==> src/pkg/mcrb_pkg.sv <==
// Constants for the miscellaneous configuration register bank
//
// Behaviour
// - Alternate slot selects map inputs 0 to 11
// - SPI address shown as two read-only bytes
// - SPI command byte captured, read-only
// - Port enable routes SPI onto segment pins
// - SPI flag set by hardware, cleared writing zero
// - Read-only count to next second, 1/256 units
// - Six-bit final summer count, reset zero
// - Five-bit test output select, reset two
// - Fuse select codes 1, 4, 5, 6
// - Readback returns selected fuse, resets zero
// - Enable switches general pins to alternate UART
package mcrb_pkg;

    // ------------------------------------------------------------
    // Register indices; byte address is four times the index
    // ------------------------------------------------------------
    localparam logic [13:0] IDX_FINAL_SUM   = 14'h2001;
    localparam logic [13:0] IDX_UART_MUX    = 14'h200f;
    localparam logic [13:0] IDX_FRAC_SEC    = 14'h2014;
    localparam logic [13:0] IDX_SPI_ENABLE  = 14'h2070;
    localparam logic [13:0] IDX_SPI_CMD     = 14'h2071;
    localparam logic [13:0] IDX_SPI_ADDR_HI = 14'h2072;
    localparam logic [13:0] IDX_SPI_ADDR_LO = 14'h2073;
    localparam logic [13:0] IDX_ALT_SLOT2   = 14'h2097;
    localparam logic [13:0] IDX_ALT_SLOT89  = 14'h209a;
    localparam logic [13:0] IDX_TEST_SEL    = 14'h20aa;
    localparam logic [13:0] IDX_SPI_FLAG    = 14'h20b1;
    localparam logic [13:0] IDX_INT_STATUS  = 14'h20c0;
    localparam logic [13:0] IDX_INT_MASK    = 14'h20c1;
    localparam logic [13:0] IDX_FRAC_CLEAR  = 14'h20c2;
    localparam logic [13:0] IDX_FUSE_SEL    = 14'h20fd;
    localparam logic [13:0] IDX_FUSE_READ   = 14'h20ff;

    // ------------------------------------------------------------
    // Field positions
    // ------------------------------------------------------------
    localparam int BIT_UART_MUX   = 7;
    localparam int BIT_SPI_ENABLE = 7;
    localparam int BIT_SPI_FLAG   = 4;
    localparam int BIT_INT_SPI    = 0;
    localparam int BIT_INT_SECOND = 1;
    localparam int BIT_FRAC_CLEAR = 0;
    localparam int SLOT9_LSB      = 4;

    // ------------------------------------------------------------
    // Reset values
    // ------------------------------------------------------------
    localparam logic [5:0] RST_FINAL_SUM = 6'h00;
    localparam logic [3:0] RST_ALT_SLOT2 = 4'hb;
    localparam logic [3:0] RST_ALT_SLOT8 = 4'h8;
    localparam logic [3:0] RST_ALT_SLOT9 = 4'h9;
    localparam logic [4:0] RST_TEST_SEL  = 5'h02;
    localparam logic [3:0] RST_FUSE_SEL  = 4'h0;
    localparam logic [7:0] RST_FUSE_READ = 8'h00;

    // ------------------------------------------------------------
    // Encodings and counts
    // ------------------------------------------------------------
    localparam logic [3:0] SLOT_CODE_MAX  = 4'hb;
    localparam logic [3:0] FUSE_REF_MAG   = 4'h1;
    localparam logic [3:0] FUSE_TEMP_COMP = 4'h4;
    localparam logic [3:0] FUSE_BANDGAP_A = 4'h5;
    localparam logic [3:0] FUSE_BANDGAP_B = 4'h6;
    localparam logic [7:0] FRAC_RELOAD    = 8'hff;
    localparam int         INT_BITS       = 2;

endpackage

==> src/design/mcrb_top.sv <==
// Miscellaneous configuration and status register bank with APB slave
`timescale 1ns/1ps

module mcrb_top #(
    parameter int ADDR_W = 16
) (
    input  wire logic              clk_i,
    input  wire logic              rst_b_i,
    // APB slave
    input  wire logic              psel_i,
    input  wire logic              penable_i,
    input  wire logic              pwrite_i,
    input  wire logic [ADDR_W-1:0] paddr_i,
    input  wire logic [31:0]       pwdata_i,
    output logic [31:0]            prdata_o,
    output logic                   pready_o,
    output logic                   pslverr_o,
    output logic                   irq_o,
    // SPI engine capture
    input  wire logic              spi_done_i,
    input  wire logic [7:0]        spi_command_i,
    input  wire logic [15:0]       spi_transaction_address_i,
    output logic                   spi_port_enable_o,
    // Real-time clock ticks
    input  wire logic              second_tick_i,
    input  wire logic              fraction_tick_i,
    output logic [7:0]             fraction_second_remaining_o,
    // Converter controls
    output logic [5:0]             final_sum_count_o,
    output logic [3:0]             alt_slot2_input_select_o,
    output logic [3:0]             alt_slot8_input_select_o,
    output logic [3:0]             alt_slot9_input_select_o,
    // Test output
    input  wire logic [31:0]       test_signals_i,
    output logic                   test_output_pin_o,
    // Fuses
    input  wire logic [7:0]        reference_magnitude_fuse_i,
    input  wire logic [2:0]        temp_compensation_fuse_i,
    input  wire logic              bandgap_fuse_a_i,
    input  wire logic              bandgap_fuse_b_i,
    // Optical UART pin multiplexer
    input  wire logic              alt_uart_transmit_i,
    input  wire logic              gpio_out_8_i,
    input  wire logic              general_pin_9_i,
    output logic                   general_pin_8_o,
    output logic                   alt_uart_receive_o
);
    import mcrb_pkg::*;

    // ------------------------------------------------------------
    // Register state
    // ------------------------------------------------------------
    logic [31:0]         prdata_r;
    logic                pready_r;
    logic                pslverr_r;
    logic                irq_r;
    logic [5:0]          final_sum_count_r;
    logic                optical_uart_mux_enable_r;
    logic                spi_port_enable_r;
    logic [7:0]          spi_command_byte_r;
    logic [15:0]         spi_address_r;
    logic                spi_event_flag_r;
    logic [3:0]          alt_slot2_r;
    logic [3:0]          alt_slot8_r;
    logic [3:0]          alt_slot9_r;
    logic [4:0]          test_output_select_r;
    logic                test_output_pin_r;
    logic [3:0]          fuse_select_r;
    logic [7:0]          fuse_readback_r;
    logic [7:0]          fraction_r;
    logic                fraction_second_clear_r;
    logic [INT_BITS-1:0] int_status_r;
    logic [INT_BITS-1:0] int_mask_r;
    logic                rx_s1_r;
    logic                rx_s2_r;
    logic                rx_s3_r;
    logic                rx_r;
    logic                general_pin_8_r;
    logic                alt_uart_receive_r;

    // ------------------------------------------------------------
    // Bus decode
    // ------------------------------------------------------------
    logic [13:0]         idx;
    logic                setup;
    logic                wr_en;
    logic                hit;
    logic [31:0]         rd_nxt;
    logic [INT_BITS-1:0] events;
    logic [7:0]          fuse_nxt;

    assign idx   = paddr_i[15:2];
    assign setup = psel_i && !penable_i;
    // Writes land only at the access edge that carries pready high
    assign wr_en = psel_i && penable_i && pready_r && pwrite_i
                   && !pslverr_r;

    // Read mux; also flags unmapped addresses
    always_comb begin
        rd_nxt = 32'h0000_0000;
        hit    = 1'b1;
        case (idx)
            IDX_FINAL_SUM:   rd_nxt[5:0] = final_sum_count_r;
            IDX_UART_MUX:
                rd_nxt[BIT_UART_MUX] = optical_uart_mux_enable_r;
            IDX_FRAC_SEC:    rd_nxt[7:0] = fraction_r;
            IDX_SPI_ENABLE:
                rd_nxt[BIT_SPI_ENABLE] = spi_port_enable_r;
            IDX_SPI_CMD:     rd_nxt[7:0] = spi_command_byte_r;
            IDX_SPI_ADDR_HI: rd_nxt[7:0] = spi_address_r[15:8];
            IDX_SPI_ADDR_LO: rd_nxt[7:0] = spi_address_r[7:0];
            IDX_ALT_SLOT2:   rd_nxt[3:0] = alt_slot2_r;
            IDX_ALT_SLOT89: begin
                rd_nxt[3:0] = alt_slot8_r;
                rd_nxt[7:4] = alt_slot9_r;
            end
            IDX_TEST_SEL:    rd_nxt[4:0] = test_output_select_r;
            IDX_SPI_FLAG:    rd_nxt[BIT_SPI_FLAG] = spi_event_flag_r;
            IDX_INT_STATUS:  rd_nxt[INT_BITS-1:0] = int_status_r;
            IDX_INT_MASK:    rd_nxt[INT_BITS-1:0] = int_mask_r;
            IDX_FRAC_CLEAR:
                rd_nxt[BIT_FRAC_CLEAR] = fraction_second_clear_r;
            IDX_FUSE_SEL:    rd_nxt[3:0] = fuse_select_r;
            IDX_FUSE_READ:   rd_nxt[7:0] = fuse_readback_r;
            default:         hit = 1'b0;
        endcase
        if (paddr_i[1:0] != 2'b00) begin
            hit = 1'b0;
        end
    end

    // ------------------------------------------------------------
    // APB answer: one wait-free access phase after each setup
    // ------------------------------------------------------------
    always_ff @(posedge clk_i or negedge rst_b_i) begin
        if (!rst_b_i) begin
            pready_r  <= 1'b0;
            pslverr_r <= 1'b0;
            prdata_r  <= 32'h0000_0000;
        end else begin
            pready_r <= setup;
            if (setup) begin
                pslverr_r <= !hit;
                prdata_r  <= (hit && !pwrite_i) ? rd_nxt : 32'h0000_0000;
            end else if (pready_r) begin
                pslverr_r <= 1'b0;
            end
        end
    end

    // ------------------------------------------------------------
    // Configuration registers
    // ------------------------------------------------------------
    always_ff @(posedge clk_i or negedge rst_b_i) begin
        if (!rst_b_i) begin
            final_sum_count_r         <= RST_FINAL_SUM;
            optical_uart_mux_enable_r <= 1'b0;
            spi_port_enable_r         <= 1'b0;
            test_output_select_r      <= RST_TEST_SEL;
            fuse_select_r             <= RST_FUSE_SEL;
            int_mask_r                <= '0;
            fraction_second_clear_r   <= 1'b0;
        end else if (wr_en) begin
            case (idx)
                IDX_FINAL_SUM:
                    final_sum_count_r <= pwdata_i[5:0];
                IDX_UART_MUX:
                    optical_uart_mux_enable_r <=
                        pwdata_i[BIT_UART_MUX];
                IDX_SPI_ENABLE:
                    spi_port_enable_r <= pwdata_i[BIT_SPI_ENABLE];
                IDX_TEST_SEL:
                    test_output_select_r <= pwdata_i[4:0];
                IDX_FUSE_SEL:  fuse_select_r <= pwdata_i[3:0];
                IDX_INT_MASK:  int_mask_r <= pwdata_i[INT_BITS-1:0];
                IDX_FRAC_CLEAR:
                    fraction_second_clear_r <=
                        pwdata_i[BIT_FRAC_CLEAR];
                default: ;
            endcase
        end
    end

    // Slot selects; codes above 11 are refused so a mux state never
    // points at an input that does not exist
    always_ff @(posedge clk_i or negedge rst_b_i) begin
        if (!rst_b_i) begin
            alt_slot2_r <= RST_ALT_SLOT2;
            alt_slot8_r <= RST_ALT_SLOT8;
            alt_slot9_r <= RST_ALT_SLOT9;
        end else if (wr_en) begin
            if (idx == IDX_ALT_SLOT2 && pwdata_i[3:0] <= SLOT_CODE_MAX) begin
                alt_slot2_r <= pwdata_i[3:0];
            end
            if (idx == IDX_ALT_SLOT89) begin
                if (pwdata_i[3:0] <= SLOT_CODE_MAX) begin
                    alt_slot8_r <= pwdata_i[3:0];
                end
                if (pwdata_i[SLOT9_LSB+3:SLOT9_LSB] <= SLOT_CODE_MAX) begin
                    alt_slot9_r <= pwdata_i[SLOT9_LSB+3:SLOT9_LSB];
                end
            end
        end
    end

    // ------------------------------------------------------------
    // SPI capture and event flag
    // ------------------------------------------------------------
    // Held until the next completed transaction overwrites them
    always_ff @(posedge clk_i or negedge rst_b_i) begin
        if (!rst_b_i) begin
            spi_command_byte_r <= 8'h00;
            spi_address_r      <= 16'h0000;
        end else if (spi_done_i) begin
            spi_command_byte_r <= spi_command_i;
            spi_address_r      <= spi_transaction_address_i;
        end
    end

    // Set beats a same-cycle clear so no event is lost
    always_ff @(posedge clk_i or negedge rst_b_i) begin
        if (!rst_b_i) begin
            spi_event_flag_r <= 1'b0;
        end else if (spi_done_i) begin
            spi_event_flag_r <= 1'b1;
        end else if (wr_en && idx == IDX_SPI_FLAG
                     && !pwdata_i[BIT_SPI_FLAG]) begin
            spi_event_flag_r <= 1'b0;
        end
    end

    // ------------------------------------------------------------
    // Sub-second countdown
    // ------------------------------------------------------------
    // Reloads at each second boundary, steps down per 1/256 tick
    always_ff @(posedge clk_i or negedge rst_b_i) begin
        if (!rst_b_i) begin
            fraction_r <= 8'h00;
        end else if (fraction_second_clear_r) begin
            fraction_r <= 8'h00;
        end else if (second_tick_i) begin
            fraction_r <= FRAC_RELOAD;
        end else if (fraction_tick_i && fraction_r != 8'h00) begin
            fraction_r <= fraction_r - 8'h01;
        end
    end

    // ------------------------------------------------------------
    // Interrupt status, write one to clear, set wins
    // ------------------------------------------------------------
    assign events[BIT_INT_SPI]    = spi_done_i;
    assign events[BIT_INT_SECOND] = second_tick_i;

    always_ff @(posedge clk_i or negedge rst_b_i) begin
        if (!rst_b_i) begin
            int_status_r <= '0;
            irq_r        <= 1'b0;
        end else begin
            if (wr_en && idx == IDX_INT_STATUS) begin
                int_status_r <= (int_status_r & ~pwdata_i[INT_BITS-1:0])
                                | events;
            end else begin
                int_status_r <= int_status_r | events;
            end
            irq_r <= |(int_status_r & int_mask_r);
        end
    end

    // ------------------------------------------------------------
    // Fuse readback and test output
    // ------------------------------------------------------------
    always_comb begin
        case (fuse_select_r)
            FUSE_REF_MAG:   fuse_nxt = reference_magnitude_fuse_i;
            FUSE_TEMP_COMP: fuse_nxt = {5'h00, temp_compensation_fuse_i};
            FUSE_BANDGAP_A: fuse_nxt = {7'h00, bandgap_fuse_a_i};
            FUSE_BANDGAP_B: fuse_nxt = {7'h00, bandgap_fuse_b_i};
            default:        fuse_nxt = 8'h00;
        endcase
    end

    // Readback lags a select change by one cycle; bus setup covers it
    always_ff @(posedge clk_i or negedge rst_b_i) begin
        if (!rst_b_i) begin
            fuse_readback_r   <= RST_FUSE_READ;
            test_output_pin_r <= 1'b0;
        end else begin
            fuse_readback_r   <= fuse_nxt;
            test_output_pin_r <= test_signals_i[test_output_select_r];
        end
    end

    // ------------------------------------------------------------
    // Optical UART pin multiplexer
    // ------------------------------------------------------------
    // Receive pin is asynchronous; a change counts once stages agree
    always_ff @(posedge clk_i or negedge rst_b_i) begin
        if (!rst_b_i) begin
            rx_s1_r <= 1'b1;
            rx_s2_r <= 1'b1;
            rx_s3_r <= 1'b1;
            rx_r    <= 1'b1;
        end else begin
            rx_s1_r <= general_pin_9_i;
            rx_s2_r <= rx_s1_r;
            rx_s3_r <= rx_s2_r;
            if (rx_s2_r == rx_s3_r) begin
                rx_r <= rx_s3_r;
            end
        end
    end

    // Idle-high receive when the alternate function is off
    always_ff @(posedge clk_i or negedge rst_b_i) begin
        if (!rst_b_i) begin
            general_pin_8_r    <= 1'b0;
            alt_uart_receive_r <= 1'b1;
        end else begin
            general_pin_8_r    <= optical_uart_mux_enable_r
                                  ? alt_uart_transmit_i : gpio_out_8_i;
            alt_uart_receive_r <= optical_uart_mux_enable_r
                                  ? rx_r : 1'b1;
        end
    end

    // ------------------------------------------------------------
    // Outputs
    // ------------------------------------------------------------
    assign prdata_o                    = prdata_r;
    assign pready_o                    = pready_r;
    assign pslverr_o                   = pslverr_r;
    assign irq_o                       = irq_r;
    assign spi_port_enable_o           = spi_port_enable_r;
    assign fraction_second_remaining_o = fraction_r;
    assign final_sum_count_o           = final_sum_count_r;
    assign alt_slot2_input_select_o    = alt_slot2_r;
    assign alt_slot8_input_select_o    = alt_slot8_r;
    assign alt_slot9_input_select_o    = alt_slot9_r;
    assign test_output_pin_o           = test_output_pin_r;
    assign general_pin_8_o             = general_pin_8_r;
    assign alt_uart_receive_o          = alt_uart_receive_r;

    // ------------------------------------------------------------
    // Assertions
    // ------------------------------------------------------------
    a_spi_flag_set: assert property (@(posedge clk_i)
        disable iff (!rst_b_i) spi_done_i |=> spi_event_flag_r)
        else $error("SPI flag not set after event");

    a_spi_flag_hold: assert property (@(posedge clk_i)
        disable iff (!rst_b_i) spi_event_flag_r
        && !(wr_en && idx == IDX_SPI_FLAG) |=> spi_event_flag_r)
        else $error("SPI flag dropped without a write");

    a_spi_capture: assert property (@(posedge clk_i)
        disable iff (!rst_b_i) spi_done_i
        |=> spi_address_r == $past(spi_transaction_address_i)
        && spi_command_byte_r == $past(spi_command_i))
        else $error("SPI capture wrong");

    a_spi_held: assert property (@(posedge clk_i)
        disable iff (!rst_b_i) !spi_done_i |=> $stable(spi_address_r)
        && $stable(spi_command_byte_r))
        else $error("SPI capture changed without event");

    a_frac_clear: assert property (@(posedge clk_i)
        disable iff (!rst_b_i) fraction_second_clear_r |=> fraction_r == 8'h00)
        else $error("Fraction count not cleared");

    a_frac_reload: assert property (@(posedge clk_i)
        disable iff (!rst_b_i) second_tick_i && !fraction_second_clear_r
        |=> fraction_r == FRAC_RELOAD)
        else $error("Fraction count not reloaded");

    a_slot_range: assert property (@(posedge clk_i)
        disable iff (!rst_b_i) alt_slot2_r <= SLOT_CODE_MAX
        && alt_slot8_r <= SLOT_CODE_MAX && alt_slot9_r <= SLOT_CODE_MAX)
        else $error("Slot select out of range");

    a_fuse_read: assert property (@(posedge clk_i)
        disable iff (!rst_b_i) fuse_select_r == FUSE_REF_MAG
        && $stable(fuse_select_r)
        |=> fuse_readback_r == $past(reference_magnitude_fuse_i))
        else $error("Fuse readback wrong");
    a_uart_route: assert property (@(posedge clk_i)
        disable iff (!rst_b_i) optical_uart_mux_enable_r
        |=> general_pin_8_o == $past(alt_uart_transmit_i))
        else $error("UART transmit not routed");
    a_apb_answer: assert property (@(posedge clk_i) disable iff (!rst_b_i)
        setup |=> pready_o ##1 !pready_o)
        else $error("APB answer timing wrong");
    c_spi_event: cover property (@(posedge clk_i) disable iff (!rst_b_i)
        spi_done_i ##1 spi_event_flag_r ##[1:60] !spi_event_flag_r);
    c_irq: cover property (@(posedge clk_i) disable iff (!rst_b_i)
        $rose(irq_o));
    c_frac_count: cover property (@(posedge clk_i) disable iff (!rst_b_i)
        second_tick_i ##[1:50] fraction_tick_i);

endmodule

==> config.mk <==
export PLATFORM = sky130hd
export DESIGN_NAME = mcrb_top
export DESIGN_NICKNAME = d
export VERILOG_FILES = /design/src/pkg/mcrb_pkg.sv /design/src/design/mcrb_top.sv
export SDC_FILE = /design/constraint.sdc
export NUM_CORES = 1
export LEC_CHECK = 0
export ABC_AREA = 1
export BUFFER_PORTS_ARGS = -buffer_cell sky130_fd_sc_hd__buf_2
export CAP_MARGIN = 10
export CORE_ASPECT_RATIO = 0.7
export CORE_MARGIN = 2
export CORE_UTILIZATION = 54
export DETAILED_ROUTE_END_ITERATION = 8
export PLACE_DENSITY_LB_ADDON = 0.2
export SKIP_LAST_GASP = 1
export SLEW_MARGIN = 10
export SYNTH_ARGS = -nofsm -noshare
export SYNTH_HDL_FRONTEND = slang
export SYNTH_SLANG_ARGS = --single-unit
==> constraint.sdc <==
create_clock -name clk_i -period 4.3 [get_ports clk_i]
set_input_delay 1.29 -clock clk_i [delete_from_list [all_inputs] [get_ports clk_i]]
set_output_delay 1.29 -clock clk_i [all_outputs]
set_load 0.02 [all_outputs]
==> qor.csv <==
stage,metric,value,unit
run_status,status,completed,
floorplanning,io_pins,193,
power_and_ir_drop,p_leak,0.00348,µW
routing,route.detailed.drc,0,
placed_design,place_hpwl,13.0,mm
global_route,grt_pass1_vias,4959,
clock_tree,clock-sinks,93,
setup_path,rr_endpoint,fraction_second_remaining_o[7],
synthesis,synth_most_common_cell,nand2_1,
setup_path,critPathCapture,prdata_o[4],
floorplanning,coreArea,0.00972,mm²
global_route,grt.total_usage,31.3,%
timing,tightest_slew,1.12,ns
finish,area_growth,19.1,%
timing,final_max_slew_viol_count,0,
power_and_ir_drop,sw_frac_of_total,28.3,%
power_and_ir_drop,peakVddDrop,315,µV
clock_tree,h-tree-depth,3,
setup_path,path_class,input port to flop,
power_and_ir_drop,power_density,302,mW/mm²
routing,wl_per_cell,15.7,µm
finish,multi_input_area,0.00259,mm²
setup_path,cp.depth,10,
clock_tree,ctsHoldBuffers,0,
timing,holdWs,0.364,ns
setup_path,worstPathMaxFanout,6,
finish,final_util,66.3,%
global_route,grt_max_degree,89,
routing,drt-total-wl,16.4,mm
clock_tree,path_clk_slew,0.07,ns
floorplanning,die_h,87.8,µm
synthesis,netlist_instances,768,
synthesis,synthAdderAreaFrac,0.416,%
synthesis,synth_top_area_cell,dfrtp_1,
finish,final-seq-area,0.00234,mm²
synthesis,yosys_register_bits,93,
synthesis,async_flop_share,100,%
worst_hold_path,hold_class,flop to flop,
power_and_ir_drop,clockPowerShare,40.3,%
setup_path,crit_slowest_cell,nor3_1,
synthesis,synthMuxAreaShare,0.578,%
synthesis,synth-compound-area-share,10.8,%
routing,drt_first_iter_violations,501,
placed_design,numPortBuffers,144,
setup_path,ff2ff_setup_slack,2.16,ns
floorplanning,die_x,124,µm
worst_hold_path,min_path_cells,0,
power_and_ir_drop,share_comb_of_total_power,11.7,%
timing,max_freq,0.348,GHz
finish,insertedDiodeCount,0,
timing,slew_headroom,25.5,%
synthesis,yosysWarnings,0,
synthesis,syn_area,0.00541,mm²
timing,fin_skew,0.00998,ns
finish,finish.instance_area,0.00644,mm²
power_and_ir_drop,p_sw,551,µW
timing,setup_viol,0,
placed_design,place_congestion,0.969,
synthesis,syn_avg_cell_area,7.05,µm²
routing,viasPerCell,5.30,
clock_tree,cts_tree,done,
setup_path,path_cells,"buf_2, nor2_1, nand3_1, nor3_1, nand2_1, nand2_1, a21oi_1, a21oi_1, nand2_1, nand2_1",
synthesis,synth_ff_type,dfrtp_1,
setup_path,arrival,3.16,ns
timing,final_hold_viol_count,0,
synthesis,synthTopCellsByArea,"dfrtp_1, nand2_1, nor2_1, dfstp_2, inv_1",
synthesis,ys_types,40,
timing,layout_setup_ws,1.43,ns
finish,drive_gt1_share,21.4,%
setup_path,cp-start-kind,input port,
placed_design,dpl-instance-area,0.00615,mm²
worst_hold_path,min_from,rx_s1_r,
clock_tree,root_buffer,clkbuf_16,
setup_path,crit_start,paddr_i[13],
floorplanning,die_area,0.0109,mm²
timing,timing.final.crit_share,66.8,%
setup_path,cp_common_cell,nand2_1,
clock_tree,cts_buffers,9,
finish,fill_cells,898,
routing,vias,5521,
power_and_ir_drop,seq_power_share,48.0,%
setup_path,reg2reg_depth,9,
clock_tree,clkLatencyLatePin,0.35,ns
timing,tns,0,ns
timing,min_period,2.87,ns
synthesis,synth_edf_count,0,
floorplanning,start_util,55.7,%
global_route,overflow,0,
power_and_ir_drop,internal-power,1400,µW
setup_path,crit_family,simple AND/OR/NAND/NOR gates,
setup_path,slowest_delay,0.64,ns
clock_tree,cts_resized,0,
synthesis,yosys-top-cells-count,"nand2_1, nor2_1, dfrtp_1",
synthesis,synth_simple_gate_area_share,34.3,%
synthesis,synthXorXnorAreaFrac,0.162,%
setup_path,worstReg2RegStart,fraction_second_remaining_o[0],
synthesis,synth_top_family_by_area,simple AND/OR/NAND/NOR gates,
synthesis,yosysTopAreaCellShare,37.5,%
routing,ant_nets,0,
clock_tree,cts_buffer_depth,2,
global_route,antenna_found_initial,0,
timing,rsz0062_at_grt,false,
setup_path,endpoint_kind,flop,
run,drv_cap,0,
setup_path,crit_buf_inv,1,
setup_path,critPathRequiredTime,4.59,ns
finish,fin_nets,1038,
clock_tree,post_cts.repair.setup_buffers,0,
floorplanning,rows,30,
synthesis,ys_seq_area_share,43.3,%
routing,drt-pass1-iter-count,5,
placed_design,pre_cts_ws,1.20,ns
global_route,grt_pass1_wl,25.6,mm
[per-stage QoR]
stage	power (µW)	std cells
floorplan	1080	791
global placement	1170	1026
detailed placement	1180	1026
CTS	1950	1042
global route	2030	1042
finish	1950	1042
[worst min-delay path by stage]
| stage | to | slack (ns) |
|---|---|---|
| 2_1_floorplan | rx_s2_r | 0.35 |
| 3_3_place_gp | rx_s2_r | 0.35 |
| 3_5_place_dp | rx_s2_r | 0.36 |
| 4_1_cts | rx_s2_r | 0.37 |
| 5_1_grt | rx_s2_r | 0.37 |
| 6_report | rx_s2_r | 0.36 |
[power groups by stage]
stage               clock [µW]  sequential [µW]  combinational (µW)
floorplan                    0              959                 123
global placement             0              950                 220
detailed placement           0              950                 227
CTS                        787              934                 228
global route               832              938                 256
finish                     785              934                 228
[flip-flops by register name, indices dropped and copies added, names as in the netlist, 4 cells and up]
name                         cells
spi_address_r                   16
fraction_second_remaining_o      8
fuse_readback_r                  8
prdata_o                         8
spi_command_byte_r               8
final_sum_count_o                6
test_output_select_r             5
alt_slot2_input_select_o         4
alt_slot8_input_select_o         4
alt_slot9_input_select_o         4
fuse_select_r                    4
[worst reg2reg max path, stage by stage, from the launching register on]
cell     delay, ns
dfrtp_1       0.39
inv_1         0.14
ha_1          0.22
nand2_1       0.07
nor2_1        0.17
nand3_1       0.12
o21ai_0       0.17
nand3_1       0.27
nand2_1       0.33
o22ai_1       0.13
[area by class of cell]
type | instances | share of cell area, %
multi-input cells | 579 | 40.2
flip-flops and latches | 93 | 36.4
repair buffers | 147 | 11.8
inverters | 79 | 4.60
clock buffers | 10 | 3.55
well taps | 128 | 2.49
clock inverters | 6 | 0.990
[cell families after synthesis]
group | Yosys count
adder cells (fa/ha/maj) | 2
XOR/XNOR | 1
multiplexers | 3
flip-flops | 93
buffers and inverters | 119
AND/OR/NAND/NOR | 449
other | 1
AO/OA/AOI/OAI | 100
[cells in the final DEF, fill, tap and decap left out, drive strengths merged, types with 2 or more instances in the layout]
cell type / n
a21oi: 12
a22o: 3
buf: 147
clkbuf: 10
conb: 24
dfrtp: 81
dfstp: 12
inv: 83
mux2i: 2
nand2: 255
nand3: 51
nand4: 7
nor2: 126
nor3: 6
nor4: 2
o211ai: 2
o21ai: 54
o21bai: 6
o221ai: 8
o22ai: 10
o31ai: 3
[routing by layer]
metal,GRT usage [%],vias to the layer above,routed length [µm]
met2,44.7,251,6720
li1,-,2689,-
met4,7.02,0,246
met1,48.2,2563,7890
met3,7.36,18,1530
met5,0,-,0
No activity file was read; power rests on OpenSTA's default activity.
